`src/rtl/rxs_pkg.sv`:
```
// Shared constants and types of the receive status flag block
package rxs_pkg;

  // Register byte offsets on the AXI4-Lite bus
  localparam logic [7:0] RXS_OFF_CTRL = 8'h00;
  localparam logic [7:0] RXS_OFF_MAX_LEN = 8'h04;
  localparam logic [7:0] RXS_OFF_STATUS = 8'h08;
  localparam logic [7:0] RXS_OFF_INT_STATUS = 8'h0C;
  localparam logic [7:0] RXS_OFF_INT_MASK = 8'h10;
  localparam logic [7:0] RXS_OFF_MISMATCH = 8'h14;

  // Control register fields
  localparam int RXS_CTRL_W = 2;
  localparam int RXS_CTRL_RX_TEST = 0;
  localparam int RXS_CTRL_TX_TEST = 1;
  localparam logic [1:0] RXS_CTRL_RESET = 2'h0;
  localparam logic [14:0] RXS_MAX_LEN_RESET = 15'h2580;

  // Level status register fields
  localparam int RXS_ST_LOCAL = 0;
  localparam int RXS_ST_INTERNAL = 1;
  localparam int RXS_ST_RECEIVED = 2;
  localparam int RXS_ST_REMOTE = 3;

  // Event bits of the interrupt status and mask registers
  localparam int RXS_EV_W = 7;
  localparam int RXS_EV_BAD_PREAMBLE = 0;
  localparam int RXS_EV_BAD_START = 1;
  localparam int RXS_EV_SIGNAL_OS = 2;
  localparam int RXS_EV_MISMATCH = 3;
  localparam int RXS_EV_TRUNCATED = 4;
  localparam int RXS_EV_LOCAL_FAULT = 5;
  localparam int RXS_EV_REMOTE_FAULT = 6;
  localparam logic [6:0] RXS_MASK_RESET = 7'h00;

  // AXI responses
  localparam logic [1:0] RXS_RESP_OKAY = 2'h0;
  localparam logic [1:0] RXS_RESP_SLVERR = 2'h2;

  // Received word coding (64-bit data, 8 control flags, byte 0 first)
  localparam logic [7:0] RXS_CTL_FIRST = 8'h01;
  localparam logic [7:0] RXS_CODE_START = 8'hFB;
  localparam logic [7:0] RXS_CODE_PREAMBLE = 8'h55;
  localparam logic [7:0] RXS_CODE_SFD = 8'hD5;
  localparam logic [7:0] RXS_CODE_SIGNAL_OS = 8'h5C;
  localparam logic [7:0] RXS_CODE_SEQ_OS = 8'h9C;
  localparam logic [23:0] RXS_SEQ_LOCAL = 24'h010000;
  localparam logic [23:0] RXS_SEQ_REMOTE = 24'h020000;
  localparam logic [16:0] RXS_WORD_BYTES = 17'h00008;

  // Fault sequence machine: sequences needed, columns to clear
  localparam logic [2:0] RXS_FAULT_SEQ_CNT = 3'h4;
  localparam logic [6:0] RXS_FAULT_COL_LAST = 7'h7F;

  typedef enum logic [1:0] {
    RXS_FS_IDLE = 2'b00,
    RXS_FS_COUNT = 2'b01,
    RXS_FS_FAULT = 2'b10
  } rxs_fault_state_type;

endpackage : rxs_pkg

```
`src/rtl/rxs_fault_sm.sv`:
```
// Fault sequence qualifier for one kind of fault ordered set
`timescale 1ns/1ps
module rxs_fault_sm
  import rxs_pkg::*;
(
  input wire logic aclk,
  input wire logic aresetn,
  input wire logic col_valid,
  input wire logic seq_match,
  input wire logic seq_other,
  output logic fault
);

  typedef struct packed {
    rxs_fault_state_type state;
    logic [2:0] seq_cnt;
    logic [6:0] col_cnt;
  } rxs_fsm_type;

  rxs_fsm_type s;
  rxs_fsm_type n;

  always_comb
  begin
    n = s;
    if (col_valid)
    begin
      if (seq_match)
      begin
        n.col_cnt = 7'h00;
        if (s.state == RXS_FS_FAULT || s.seq_cnt == RXS_FAULT_SEQ_CNT - 3'h1)
        begin
          n.state = RXS_FS_FAULT;
        end
        else
        begin
          n.state = RXS_FS_COUNT;
          n.seq_cnt = s.seq_cnt + 3'h1;
        end
      end
      else if (seq_other)
      begin
        // A different fault kind restarts the count
        n.state = RXS_FS_IDLE;
        n.seq_cnt = 3'h0;
        n.col_cnt = 7'h00;
      end
      else
      begin
        case (s.state)
          RXS_FS_IDLE:
          begin
            n.col_cnt = 7'h00;
          end
          RXS_FS_COUNT, RXS_FS_FAULT:
          begin
            if (s.col_cnt == RXS_FAULT_COL_LAST)
            begin
              n.state = RXS_FS_IDLE;
              n.seq_cnt = 3'h0;
              n.col_cnt = 7'h00;
            end
            else
            begin
              n.col_cnt = s.col_cnt + 7'h01;
            end
          end
          default:
          begin
            n.state = RXS_FS_IDLE;
          end
        endcase
      end
    end
  end

  always_ff @(posedge aclk)
  begin
    if (!aresetn)
    begin
      s <= '{RXS_FS_IDLE, 3'h0, 7'h00};
    end
    else
    begin
      s <= n;
    end
  end

  assign fault = (s.state == RXS_FS_FAULT);

endmodule : rxs_fault_sm

```
`src/rtl/rxs_status_flags.sv`:
```
// Receive status and fault flags with AXI4-Lite control and interrupt
//
// Decided for this implementation: the address map and the AXI4-Lite interface to the registers.
`timescale 1ns/1ps
module rxs_status_flags
  import rxs_pkg::*;
#(
  parameter logic [14:0] MAX_LEN_DEFAULT = RXS_MAX_LEN_RESET
)
(
  input wire logic aclk,
  input wire logic aresetn,
  input wire logic s_axi_awvalid,
  output logic s_axi_awready,
  input wire logic [7:0] s_axi_awaddr,
  input wire logic s_axi_wvalid,
  output logic s_axi_wready,
  input wire logic [31:0] s_axi_wdata,
  input wire logic [3:0] s_axi_wstrb,
  output logic s_axi_bvalid,
  input wire logic s_axi_bready,
  output logic [1:0] s_axi_bresp,
  input wire logic s_axi_arvalid,
  output logic s_axi_arready,
  input wire logic [7:0] s_axi_araddr,
  output logic s_axi_rvalid,
  input wire logic s_axi_rready,
  output logic [31:0] s_axi_rdata,
  output logic [1:0] s_axi_rresp,
  input wire logic rx_valid,
  input wire logic [63:0] rx_data,
  input wire logic [7:0] rx_ctrl,
  input wire logic [1:0] rx_block_err,
  input wire logic rx_lane_aligned,
  input wire logic rx_hi_ber,
  output logic rx_out_valid,
  output logic [63:0] rx_out_data,
  output logic [7:0] rx_out_ctrl,
  output logic rx_bad_preamble,
  output logic rx_bad_start_delim,
  output logic rx_signal_ordered_set_seen,
  output logic [1:0] rx_test_mismatch,
  output logic rx_truncated,
  output logic rx_local_fault,
  output logic rx_remote_fault,
  output logic rx_internal_local_fault,
  output logic rx_received_local_fault,
  output logic irq
);

  typedef struct packed {
    logic awready;
    logic wready;
    logic bvalid;
    logic [1:0] bresp;
    logic arready;
    logic rvalid;
    logic [1:0] rresp;
    logic [31:0] rdata;
    logic [7:0] awaddr;
    logic [31:0] wdata;
    logic [3:0] wstrb;
    logic [1:0] ctrl;
    logic [14:0] max_len;
    logic [6:0] int_status;
    logic [6:0] int_mask;
    logic [15:0] mismatch_total;
    logic in_pkt;
    logic drop;
    logic [15:0] pkt_len;
    logic out_valid;
    logic [63:0] out_data;
    logic [7:0] out_ctrl;
    logic bad_pre;
    logic bad_start;
    logic sig_os;
    logic [1:0] mismatch;
    logic trunc;
    logic local_fault;
    logic remote_fault;
    logic internal_fault;
    logic received_fault;
    logic irq;
  } rxs_state_type;

  rxs_state_type s;
  rxs_state_type n;
  logic [6:0] ev;
  logic [31:0] wr_val;
  logic [16:0] len_sum;
  logic clr_int;
  logic clr_mismatch;
  logic first_word;
  logic seq_word;
  logic [1:0] seq_match;
  logic [1:0] seq_other;
  logic [1:0] fault_seen;
  logic [16:0] mm_sum;

  function automatic logic addr_ok(input logic [7:0] a);
    case ({a[7:2], 2'b00})
      RXS_OFF_CTRL, RXS_OFF_MAX_LEN, RXS_OFF_STATUS,
      RXS_OFF_INT_STATUS, RXS_OFF_INT_MASK, RXS_OFF_MISMATCH: addr_ok = 1'b1;
      default: addr_ok = 1'b0;
    endcase
  endfunction : addr_ok

  function automatic logic [31:0] reg_view(input rxs_state_type st, input logic [7:0] a);
    reg_view = 32'h00000000;
    case ({a[7:2], 2'b00})
      RXS_OFF_CTRL: reg_view[RXS_CTRL_W-1:0] = st.ctrl;
      RXS_OFF_MAX_LEN: reg_view[14:0] = st.max_len;
      RXS_OFF_STATUS:
      begin
        reg_view[RXS_ST_LOCAL] = st.local_fault;
        reg_view[RXS_ST_INTERNAL] = st.internal_fault;
        reg_view[RXS_ST_RECEIVED] = st.received_fault;
        reg_view[RXS_ST_REMOTE] = st.remote_fault;
      end
      RXS_OFF_INT_STATUS: reg_view[RXS_EV_W-1:0] = st.int_status;
      RXS_OFF_INT_MASK: reg_view[RXS_EV_W-1:0] = st.int_mask;
      RXS_OFF_MISMATCH: reg_view[15:0] = st.mismatch_total;
      default: reg_view = 32'h00000000;
    endcase
  endfunction : reg_view

  function automatic logic [31:0] merge(input logic [31:0] old, input logic [31:0] nw,
                                        input logic [3:0] strb);
    merge = old;
    for (int i = 0; i < 4; i++)
    begin
      if (strb[i])
      begin
        merge[8*i +: 8] = nw[8*i +: 8];
      end
    end
  endfunction : merge

  // Ordered set decode: sequence sets carry the fault kind in the last lane byte
  assign first_word = rx_valid && rx_ctrl == RXS_CTL_FIRST;
  assign seq_word = first_word && rx_data[7:0] == RXS_CODE_SEQ_OS;

  // Index 0 qualifies local fault sets, index 1 remote fault sets
  generate
    for (genvar g = 0; g < 2; g++)
    begin : g_fault
      assign seq_match[g] = seq_word &&
        rx_data[31:8] == (g == 0 ? RXS_SEQ_LOCAL : RXS_SEQ_REMOTE);
      assign seq_other[g] = seq_word && !seq_match[g];
      rxs_fault_sm i_rxs_fault_sm (
        .aclk(aclk),
        .aresetn(aresetn),
        .col_valid(rx_valid),
        .seq_match(seq_match[g]),
        .seq_other(seq_other[g]),
        .fault(fault_seen[g])
      );
    end
  endgenerate

  always_comb
  begin
    n = s;
    clr_int = 1'b0;
    clr_mismatch = 1'b0;
    wr_val = merge(reg_view(s, s.awaddr), s.wdata, s.wstrb);
    len_sum = {1'b0, s.pkt_len} + RXS_WORD_BYTES;

    // Write channel: address and data taken in either order
    if (s.awready && s_axi_awvalid)
    begin
      n.awready = 1'b0;
      n.awaddr = s_axi_awaddr;
    end
    if (s.wready && s_axi_wvalid)
    begin
      n.wready = 1'b0;
      n.wdata = s_axi_wdata;
      n.wstrb = s_axi_wstrb;
    end
    if (!s.awready && !s.wready && !s.bvalid)
    begin
      n.bvalid = 1'b1;
      n.bresp = addr_ok(s.awaddr) ? RXS_RESP_OKAY : RXS_RESP_SLVERR;
      case ({s.awaddr[7:2], 2'b00})
        RXS_OFF_CTRL: n.ctrl = wr_val[RXS_CTRL_W-1:0];
        RXS_OFF_MAX_LEN: n.max_len = wr_val[14:0];
        RXS_OFF_INT_MASK: n.int_mask = wr_val[RXS_EV_W-1:0];
        default: n.bresp = n.bresp;
      endcase
    end
    if (s.bvalid && s_axi_bready)
    begin
      n.bvalid = 1'b0;
      n.awready = 1'b1;
      n.wready = 1'b1;
    end

    // Read channel; interrupt status and mismatch registers clear when read
    if (s.arready && s_axi_arvalid)
    begin
      n.arready = 1'b0;
      n.rvalid = 1'b1;
      n.rdata = reg_view(s, s_axi_araddr);
      n.rresp = addr_ok(s_axi_araddr) ? RXS_RESP_OKAY : RXS_RESP_SLVERR;
      clr_int = {s_axi_araddr[7:2], 2'b00} == RXS_OFF_INT_STATUS;
      clr_mismatch = {s_axi_araddr[7:2], 2'b00} == RXS_OFF_MISMATCH;
    end
    if (s.rvalid && s_axi_rready)
    begin
      n.rvalid = 1'b0;
      n.arready = 1'b1;
    end

    // Per-word flags default to zero so each is a single-cycle pulse
    n.bad_pre = 1'b0;
    n.bad_start = 1'b0;
    n.trunc = 1'b0;
    n.out_valid = 1'b0;
    n.out_data = rx_data;
    n.out_ctrl = rx_ctrl;
    n.sig_os = first_word && rx_data[7:0] == RXS_CODE_SIGNAL_OS;

    if (first_word && rx_data[7:0] == RXS_CODE_START)
    begin
      n.bad_pre = rx_data[55:8] != {6{RXS_CODE_PREAMBLE}};
      n.bad_start = rx_data[63:56] != RXS_CODE_SFD;
      n.in_pkt = 1'b1;
      n.drop = 1'b0;
      n.pkt_len = 16'h0000;
      n.out_valid = 1'b1;
    end
    else if (rx_valid && s.in_pkt)
    begin
      if (rx_ctrl != 8'h00)
      begin
        // Terminating word closes the packet
        n.in_pkt = 1'b0;
        n.out_valid = !s.drop;
      end
      else if (!s.drop)
      begin
        if (len_sum > {2'b00, s.max_len})
        begin
          // Cut the packet here and discard the rest of it
          n.trunc = 1'b1;
          n.drop = 1'b1;
        end
        else
        begin
          n.out_valid = 1'b1;
          n.pkt_len = len_sum[15:0];
        end
      end
    end

    // Mismatch count of this cycle, held at zero outside test mode
    if (s.ctrl[RXS_CTRL_RX_TEST] && rx_valid)
    begin
      n.mismatch = {1'b0, rx_block_err[0]} + {1'b0, rx_block_err[1]};
    end
    else
    begin
      n.mismatch = 2'h0;
    end
    mm_sum = {1'b0, clr_mismatch ? 16'h0000 : s.mismatch_total} + {15'h0000, n.mismatch};
    n.mismatch_total = mm_sum[16] ? 16'hFFFF : mm_sum[15:0];

    // Fault levels
    n.internal_fault = s.ctrl[RXS_CTRL_TX_TEST] || !rx_lane_aligned || rx_hi_ber;
    n.received_fault = fault_seen[0];
    n.local_fault = n.internal_fault || n.received_fault;
    n.remote_fault = fault_seen[1];

    // Sticky events; a new event wins over a clearing read
    ev = 7'h00;
    ev[RXS_EV_BAD_PREAMBLE] = n.bad_pre;
    ev[RXS_EV_BAD_START] = n.bad_start;
    ev[RXS_EV_SIGNAL_OS] = n.sig_os;
    ev[RXS_EV_MISMATCH] = n.mismatch != 2'h0;
    ev[RXS_EV_TRUNCATED] = n.trunc;
    ev[RXS_EV_LOCAL_FAULT] = n.local_fault && !s.local_fault;
    ev[RXS_EV_REMOTE_FAULT] = n.remote_fault && !s.remote_fault;
    n.int_status = (clr_int ? 7'h00 : s.int_status) | ev;
    n.irq = |(n.int_status & n.int_mask);
  end

  always_ff @(posedge aclk)
  begin
    if (!aresetn)
    begin
      s <= '0;
      s.awready <= 1'b1;
      s.wready <= 1'b1;
      s.arready <= 1'b1;
      s.ctrl <= RXS_CTRL_RESET;
      s.max_len <= MAX_LEN_DEFAULT;
      s.int_mask <= RXS_MASK_RESET;
    end
    else
    begin
      s <= n;
    end
  end

  assign s_axi_awready = s.awready;
  assign s_axi_wready = s.wready;
  assign s_axi_bvalid = s.bvalid;
  assign s_axi_bresp = s.bresp;
  assign s_axi_arready = s.arready;
  assign s_axi_rvalid = s.rvalid;
  assign s_axi_rdata = s.rdata;
  assign s_axi_rresp = s.rresp;
  assign rx_out_valid = s.out_valid;
  assign rx_out_data = s.out_data;
  assign rx_out_ctrl = s.out_ctrl;
  assign rx_bad_preamble = s.bad_pre;
  assign rx_bad_start_delim = s.bad_start;
  assign rx_signal_ordered_set_seen = s.sig_os;
  assign rx_test_mismatch = s.mismatch;
  assign rx_truncated = s.trunc;
  assign rx_local_fault = s.local_fault;
  assign rx_remote_fault = s.remote_fault;
  assign rx_internal_local_fault = s.internal_fault;
  assign rx_received_local_fault = s.received_fault;
  assign irq = s.irq;

endmodule : rxs_status_flags

```
`config.mk`:
```
export PLATFORM = sky130hd
export DESIGN_NAME = rxs_status_flags
export DESIGN_NICKNAME = d
export VERILOG_FILES = /design/src/rtl/rxs_pkg.sv /design/src/rtl/rxs_fault_sm.sv /design/src/rtl/rxs_status_flags.sv
export SDC_FILE = /design/constraint.sdc
export NUM_CORES = 1
export LEC_CHECK = 0
export BUFFER_PORTS_ARGS = -buffer_cell sky130_fd_sc_hd__buf_2
export CORE_ASPECT_RATIO = 1.1
export CORE_MARGIN = 2
export CORE_UTILIZATION = 50
export CTS_CLUSTER_SIZE = 14
export DETAILED_ROUTE_END_ITERATION = 8
export PLACE_DENSITY = 0.77
export SLEW_MARGIN = 20
export SYNTH_ARGS = -nofsm -noshare
export SYNTH_HDL_FRONTEND = slang
export SYNTH_SLANG_ARGS = --single-unit
```
`constraint.sdc`:
```
create_clock -name aclk -period 10.2 [get_ports aclk]
set_clock_uncertainty 0.15 [all_clocks]
set_input_delay 1.53 -clock aclk [delete_from_list [all_inputs] [get_ports aclk]]
set_output_delay 1.53 -clock aclk [all_outputs]
set_load 0.01 [all_outputs]
```
* After elaboration in Yosys (flattened, before gate mapping)
Index checks and enable logic that the tools add are counted. W data, S select, Z words.
Word-level totals: bits in registers 223, word-level logic and storage cells 212
Cells by class: add/subtract/negate cells 7, bitwise operators 6, reduce and logical (&&, ||, !) cells 68, equal/unequal tests 34, multiplexer cells 56, order comparisons 1
Operator list (count):
- $mux W12 | 4
- $ne A48 B47 Y1 const B | 1
- $mux W7 | 6
- $mux W19 | 2
- $mux W17 | 2
- $mux W16 | 2
- $pmux W8 S2 | 2
- $pmux W7 S2 | 2
- $eq A24 B17 Y1 const B | 1
- $eq A24 B18 Y1 const B | 1
- $eq A6 B2 Y1 const B | 4
- $eq A6 B3 Y1 const B | 4
- $pmux W3 S4 | 2
- $pmux W2 S5 | 2
- $logic_and A1 B1 Y1 | 19
- $mux W18 | 1
- $add A16 B2 Y17 | 1
- $add A16 B4 Y17 const B | 1
- $gt A17 B15 Y1 | 1
- $eq A8 B8 Y1 const B | 2
- $add A7 B1 Y7 const B | 2
- $eq A7 B7 Y1 const B | 2
- $mux W1 | 14
- $eq A6 B1 Y1 const B | 2
- other kinds (34) | 92

* Logic depth before layout (Yosys ltp)
word-level depth 10, mapped depth 14, depth with buffers taken out 13

* Cells and area by module
Synthesis repeated with hierarchy kept, for this count alone.
Unflattened totals: cell total of the unflattened synthesis 1175, area total of the unflattened synthesis 10247.3 µm²
Modules (own cells, without submodules):
- rxs_status_flags | cells each 1015, times used 1, area an instance 8901.0 µm², sequential area each 3843.7 µm²
- rxs_fault_sm | cells each 80, times used 2, area an instance 673.1 µm², sequential area each 240.2 µm²

* Worst setup path after synthesis
Ideal clock, no wire load.
path kind input to register, from input port s_axi_araddr[3], to register s[106] (netlist name), stages on the path 12, arrival time 4291 ps, setup slack 5688 ps, cells stage by stage clkbuf_1 > and3b_1 > nand3_1 > clkbuf_1 > and2_1 > ha_1 > inv_1 > fa_1 > nand4b_1 > or3_1 > clkbuf_1 > a21oi_1
On the way: cells in the longest elaborated chain, start to end 5
Ends and longest elaborated chain:
- from (decl) | RTL line rxs_status_flags.sv:25 | input wire logic [7:0] s_axi_araddr,
- $eq A6 B3 Y1 | RTL line rxs_status_flags.sv:207 | clr_mismatch = {s_axi_araddr[7:2], 2'b00} == RXS_OFF_MISMATCH;
- $mux W1 | RTL line rxs_status_flags.sv:200 | if (s.arready && s_axi_arvalid)
- $mux W16 | RTL line rxs_status_flags.sv:266 | mm_sum = {1'b0, clr_mismatch ? 16'h0000 : s.mismatch_total} + {15'h0000, n.mismatch};
- $add A16 B2 Y17 | RTL line rxs_status_flags.sv:266
- $mux W16 | RTL line rxs_status_flags.sv:267 | n.mismatch_total = mm_sum[16] ? 16'hFFFF : mm_sum[15:0];
- to (signal assigned) | RTL line rxs_status_flags.sv:302 | s <= n;
- to (decl) | RTL line rxs_status_flags.sv:86 | rxs_state_type s;
No other way between the ends. A chain may end at the register's enable or synchronous reset.

* Worst setup path after layout
from input port s_axi_arvalid, to register s[104] (netlist name)
On the way: cells in the longest elaborated chain, start to end 5
Ends and longest elaborated chain:
- from (decl) | RTL line rxs_status_flags.sv:23 | input wire logic s_axi_arvalid,
- $logic_and A1 B1 Y1 | RTL line rxs_status_flags.sv:200
- $mux W1 | RTL line rxs_status_flags.sv:200
- $mux W16 | RTL line rxs_status_flags.sv:266
- $add A16 B2 Y17 | RTL line rxs_status_flags.sv:266
- $mux W16 | RTL line rxs_status_flags.sv:267
No other way between the ends.

==> run summary <==
status: complete, no violations
worst hold path type: reg -> reg
max-slew violations: 0
Setup TNS: 0 ns
area leader, netlist: dfxtp_1
pin count of the biggest net entering global routing: 98
crit-path cells: buf_2 > and2_1 > nand3_1 > and2_1 > ha_1 > inv_1 > fa_1 > nand4b_1 > or3_1 > inv_1 > nor2_1 > nor2_1
synth-to-layout area growth: 13.0%
utilization after layout: 57.6%
worst flop-to-flop path startpoint: s[87]
top post-synthesis cells by area: dfxtp_1, buf_4, and2_1
Worst setup EP type: flop
Register-to-Register Path Depth: 12
Die Y-Extent: 153 um
H-Tree Depth: 1
Vias per Instance: 5.32
sequential fraction of the synthesis area: 42.8%
Ys Warns: 0
unrepaired setup endpoints after global routing: false
Tightest Pin Transition: 0.975 ns
most frequent cell after synthesis: dfxtp_1
final wirelength: 24.8 mm
final instance area: 11400 um2
Overflow after GRT: 0
Distinct cells, synth: 79
CTS Sinks: 216
clk_lat worst skew: 0.50 ns
GRT Overall Usage: 22.2%
Mean Syn Cell Area: 8.68 um2
reg2reg setup slack: 6.15 ns
synth cell count leaders: dfxtp_1, nand2_1, buf_4
initial core utilization: 51.0%
Final Non-Filler Cells: 1533
Port Buffers: 219
worst r2r dst: s[92]
Post-Syn Area: 10100 um2
dpl hpwl: 18.3 mm
hold_buf cts: 0
cell area after placement: 10600 um2
Hold Violations, Final: 0
fmax: 0.214 GHz
# IOs: 261
Worst-path clk slew: 0.06 ns
worst relative slew slack: 35.0%
Antenna Cells: 0
Worst EP required: 10.40 ns
critical path fanouts, max: 18
die area: 21400 um2
vias: 8163
MaxCap Viol Count: 0
placed instance count: 1492
Cells after Synth: 1164
CP Launch Point: s_axi_arvalid
slowest cell delay on critical path: 0.72 ns
Clock Root Buffer: clkbuf_16
antenna violations before repair: 1
vias in the first global route: 7682
Setup Viol. Count Final: 0
Post-synth ARST share: 0%
share of cells above drive strength 1: 22.9%
# DRC: 0
DIE WIDTH: 140 um
Worst setup endpoint: s[104]
top-area cell type share of the netlist area: 42.8%
leakage dissipation: 4.94 nW
PostCTS Resize Cnt: 0
Worst VDD drop: 143 uV
routed len/inst: 16.2 um
EDFF count, synth: 0
WS Path Type: in -> reg
GP Congestion: 0.950
Data arrival, critical path: 4.89 ns
pwr dens: 168 nW/um2
CTS tree: built
min cycle time layout: 4.68 ns
final period utilization: 45.9%
CP Launch Type: primary input
Yosys reg bits: 216
Min Hold Slack: 0.305 ns
first-pass GRT wire length: 38.8 mm
Primary FF master, synth: dfxtp_1
Starting DRT DRC Count: 341
CTS Buf Count: 23
antenna-violating nets left: 0
Max Root-Sink Buffers: 3
Cell Rows: 54
TritonRoute pass-1 iters: 5
CP max stage cell: nand3_1
Nets: 1430
setup bufs post-CTS: 0
CORE AREA: 19800 um2
[where the power goes]
group / switching, mW / internal (mW) / total (mW)
Sequential: 0.0165 / 0.871 / 0.888
Combinational: 0.0823 / 0.0577 / 0.140
Clock: 0.338 / 0.552 / 0.890
Total: 0.437 / 1.48 / 1.92
[placed cells by master, fill, tap and decap left out, types with 22 or more instances in the layout]
cell type	netlist	routed
a21oi_1	83	83
clkbuf_16	0	23
nand3_1	28	28
nand2_1	115	115
o21ai_0	22	22
buf_2	2	219
ha_1	28	28
dfxtp_1	216	216
inv_1	39	39
nor2_1	104	104
and2_1	85	85
[state kept, by name, summed over array words and instances, names as in the netlist, 2 cells and up]
name / count
rx_test_mismatch: 2
rx_out_data: 64
g_fault.i_rxs_fault_sm.s: 24
s_axi_rdata: 16
s: 85
rx_out_ctrl: 8
[per-stage QoR]
stage	worst slack [ns]	power [mW]
after floorplan	5.69	1.01
after global placement	5.10	1.04
after detailed placement	5.06	1.05
after CTS	5.58	1.94
after global routing	5.14	1.98
final	5.52	1.92
[routing by layer]
layer,up-vias,GRT usage [%],routed length [um]
li1,4057,-,-
met3,54,3.51,1390
met2,281,40.9,12500
met4,2,7.65,761
met1,3769,26.1,10100
met5,-,0,11
[final cells by class]
class	count	area (um2)
multi-input combinational	762	4670
clock inverter	13	186
timing repair buffer	222	1120
tap	252	315
fill	1768	8380
sequential	216	4320
clock buffer	28	644
inverter	40	150
[logic make-up (layout without fill, tap and decap cells)]
kind of cell | count (synthesis) | in the layout | share of synthesized area [%]
other | 1 | 18 | 0.0371
muxes | 20 | 20 | 2.07
and+or+nand+nor | 456 | 456 | 23.4
buffers and inverters | 203 | 303 | 11.7
AOI/OAI and AO/OA | 201 | 201 | 13.1
xor gates and xnor gates | 38 | 38 | 3.29
adders and majority gates | 29 | 29 | 3.67
DFF | 216 | 216 | 42.8
[how the worst min path moves through the flow]
stage / from / end / slack [ns] / cells after the start
6_report: s[166] / s[166] / 0.30 / 2
5_1_grt: s[160] / s[160] / 0.32 / 2
4_1_cts: s[161] / s[161] / 0.31 / 2
3_5_place_dp: s[157] / s[157] / 0.30 / 2
3_3_place_gp: g_fault[1].i_rxs_fault_sm.s[9] / g_fault[1].i_rxs_fault_sm.s[9] / 0.29 / 2
2_1_floorplan: s[153] / s[153] / 0.28 / 2
[worst max-delay path: cells and delay by family]
kind          cells  cell delay, ns
simple gates      7            2.63
buf+inv           3            0.28
fa+ha+maj         2            0.44
No activity file was read; power rests on OpenSTA's default activity.
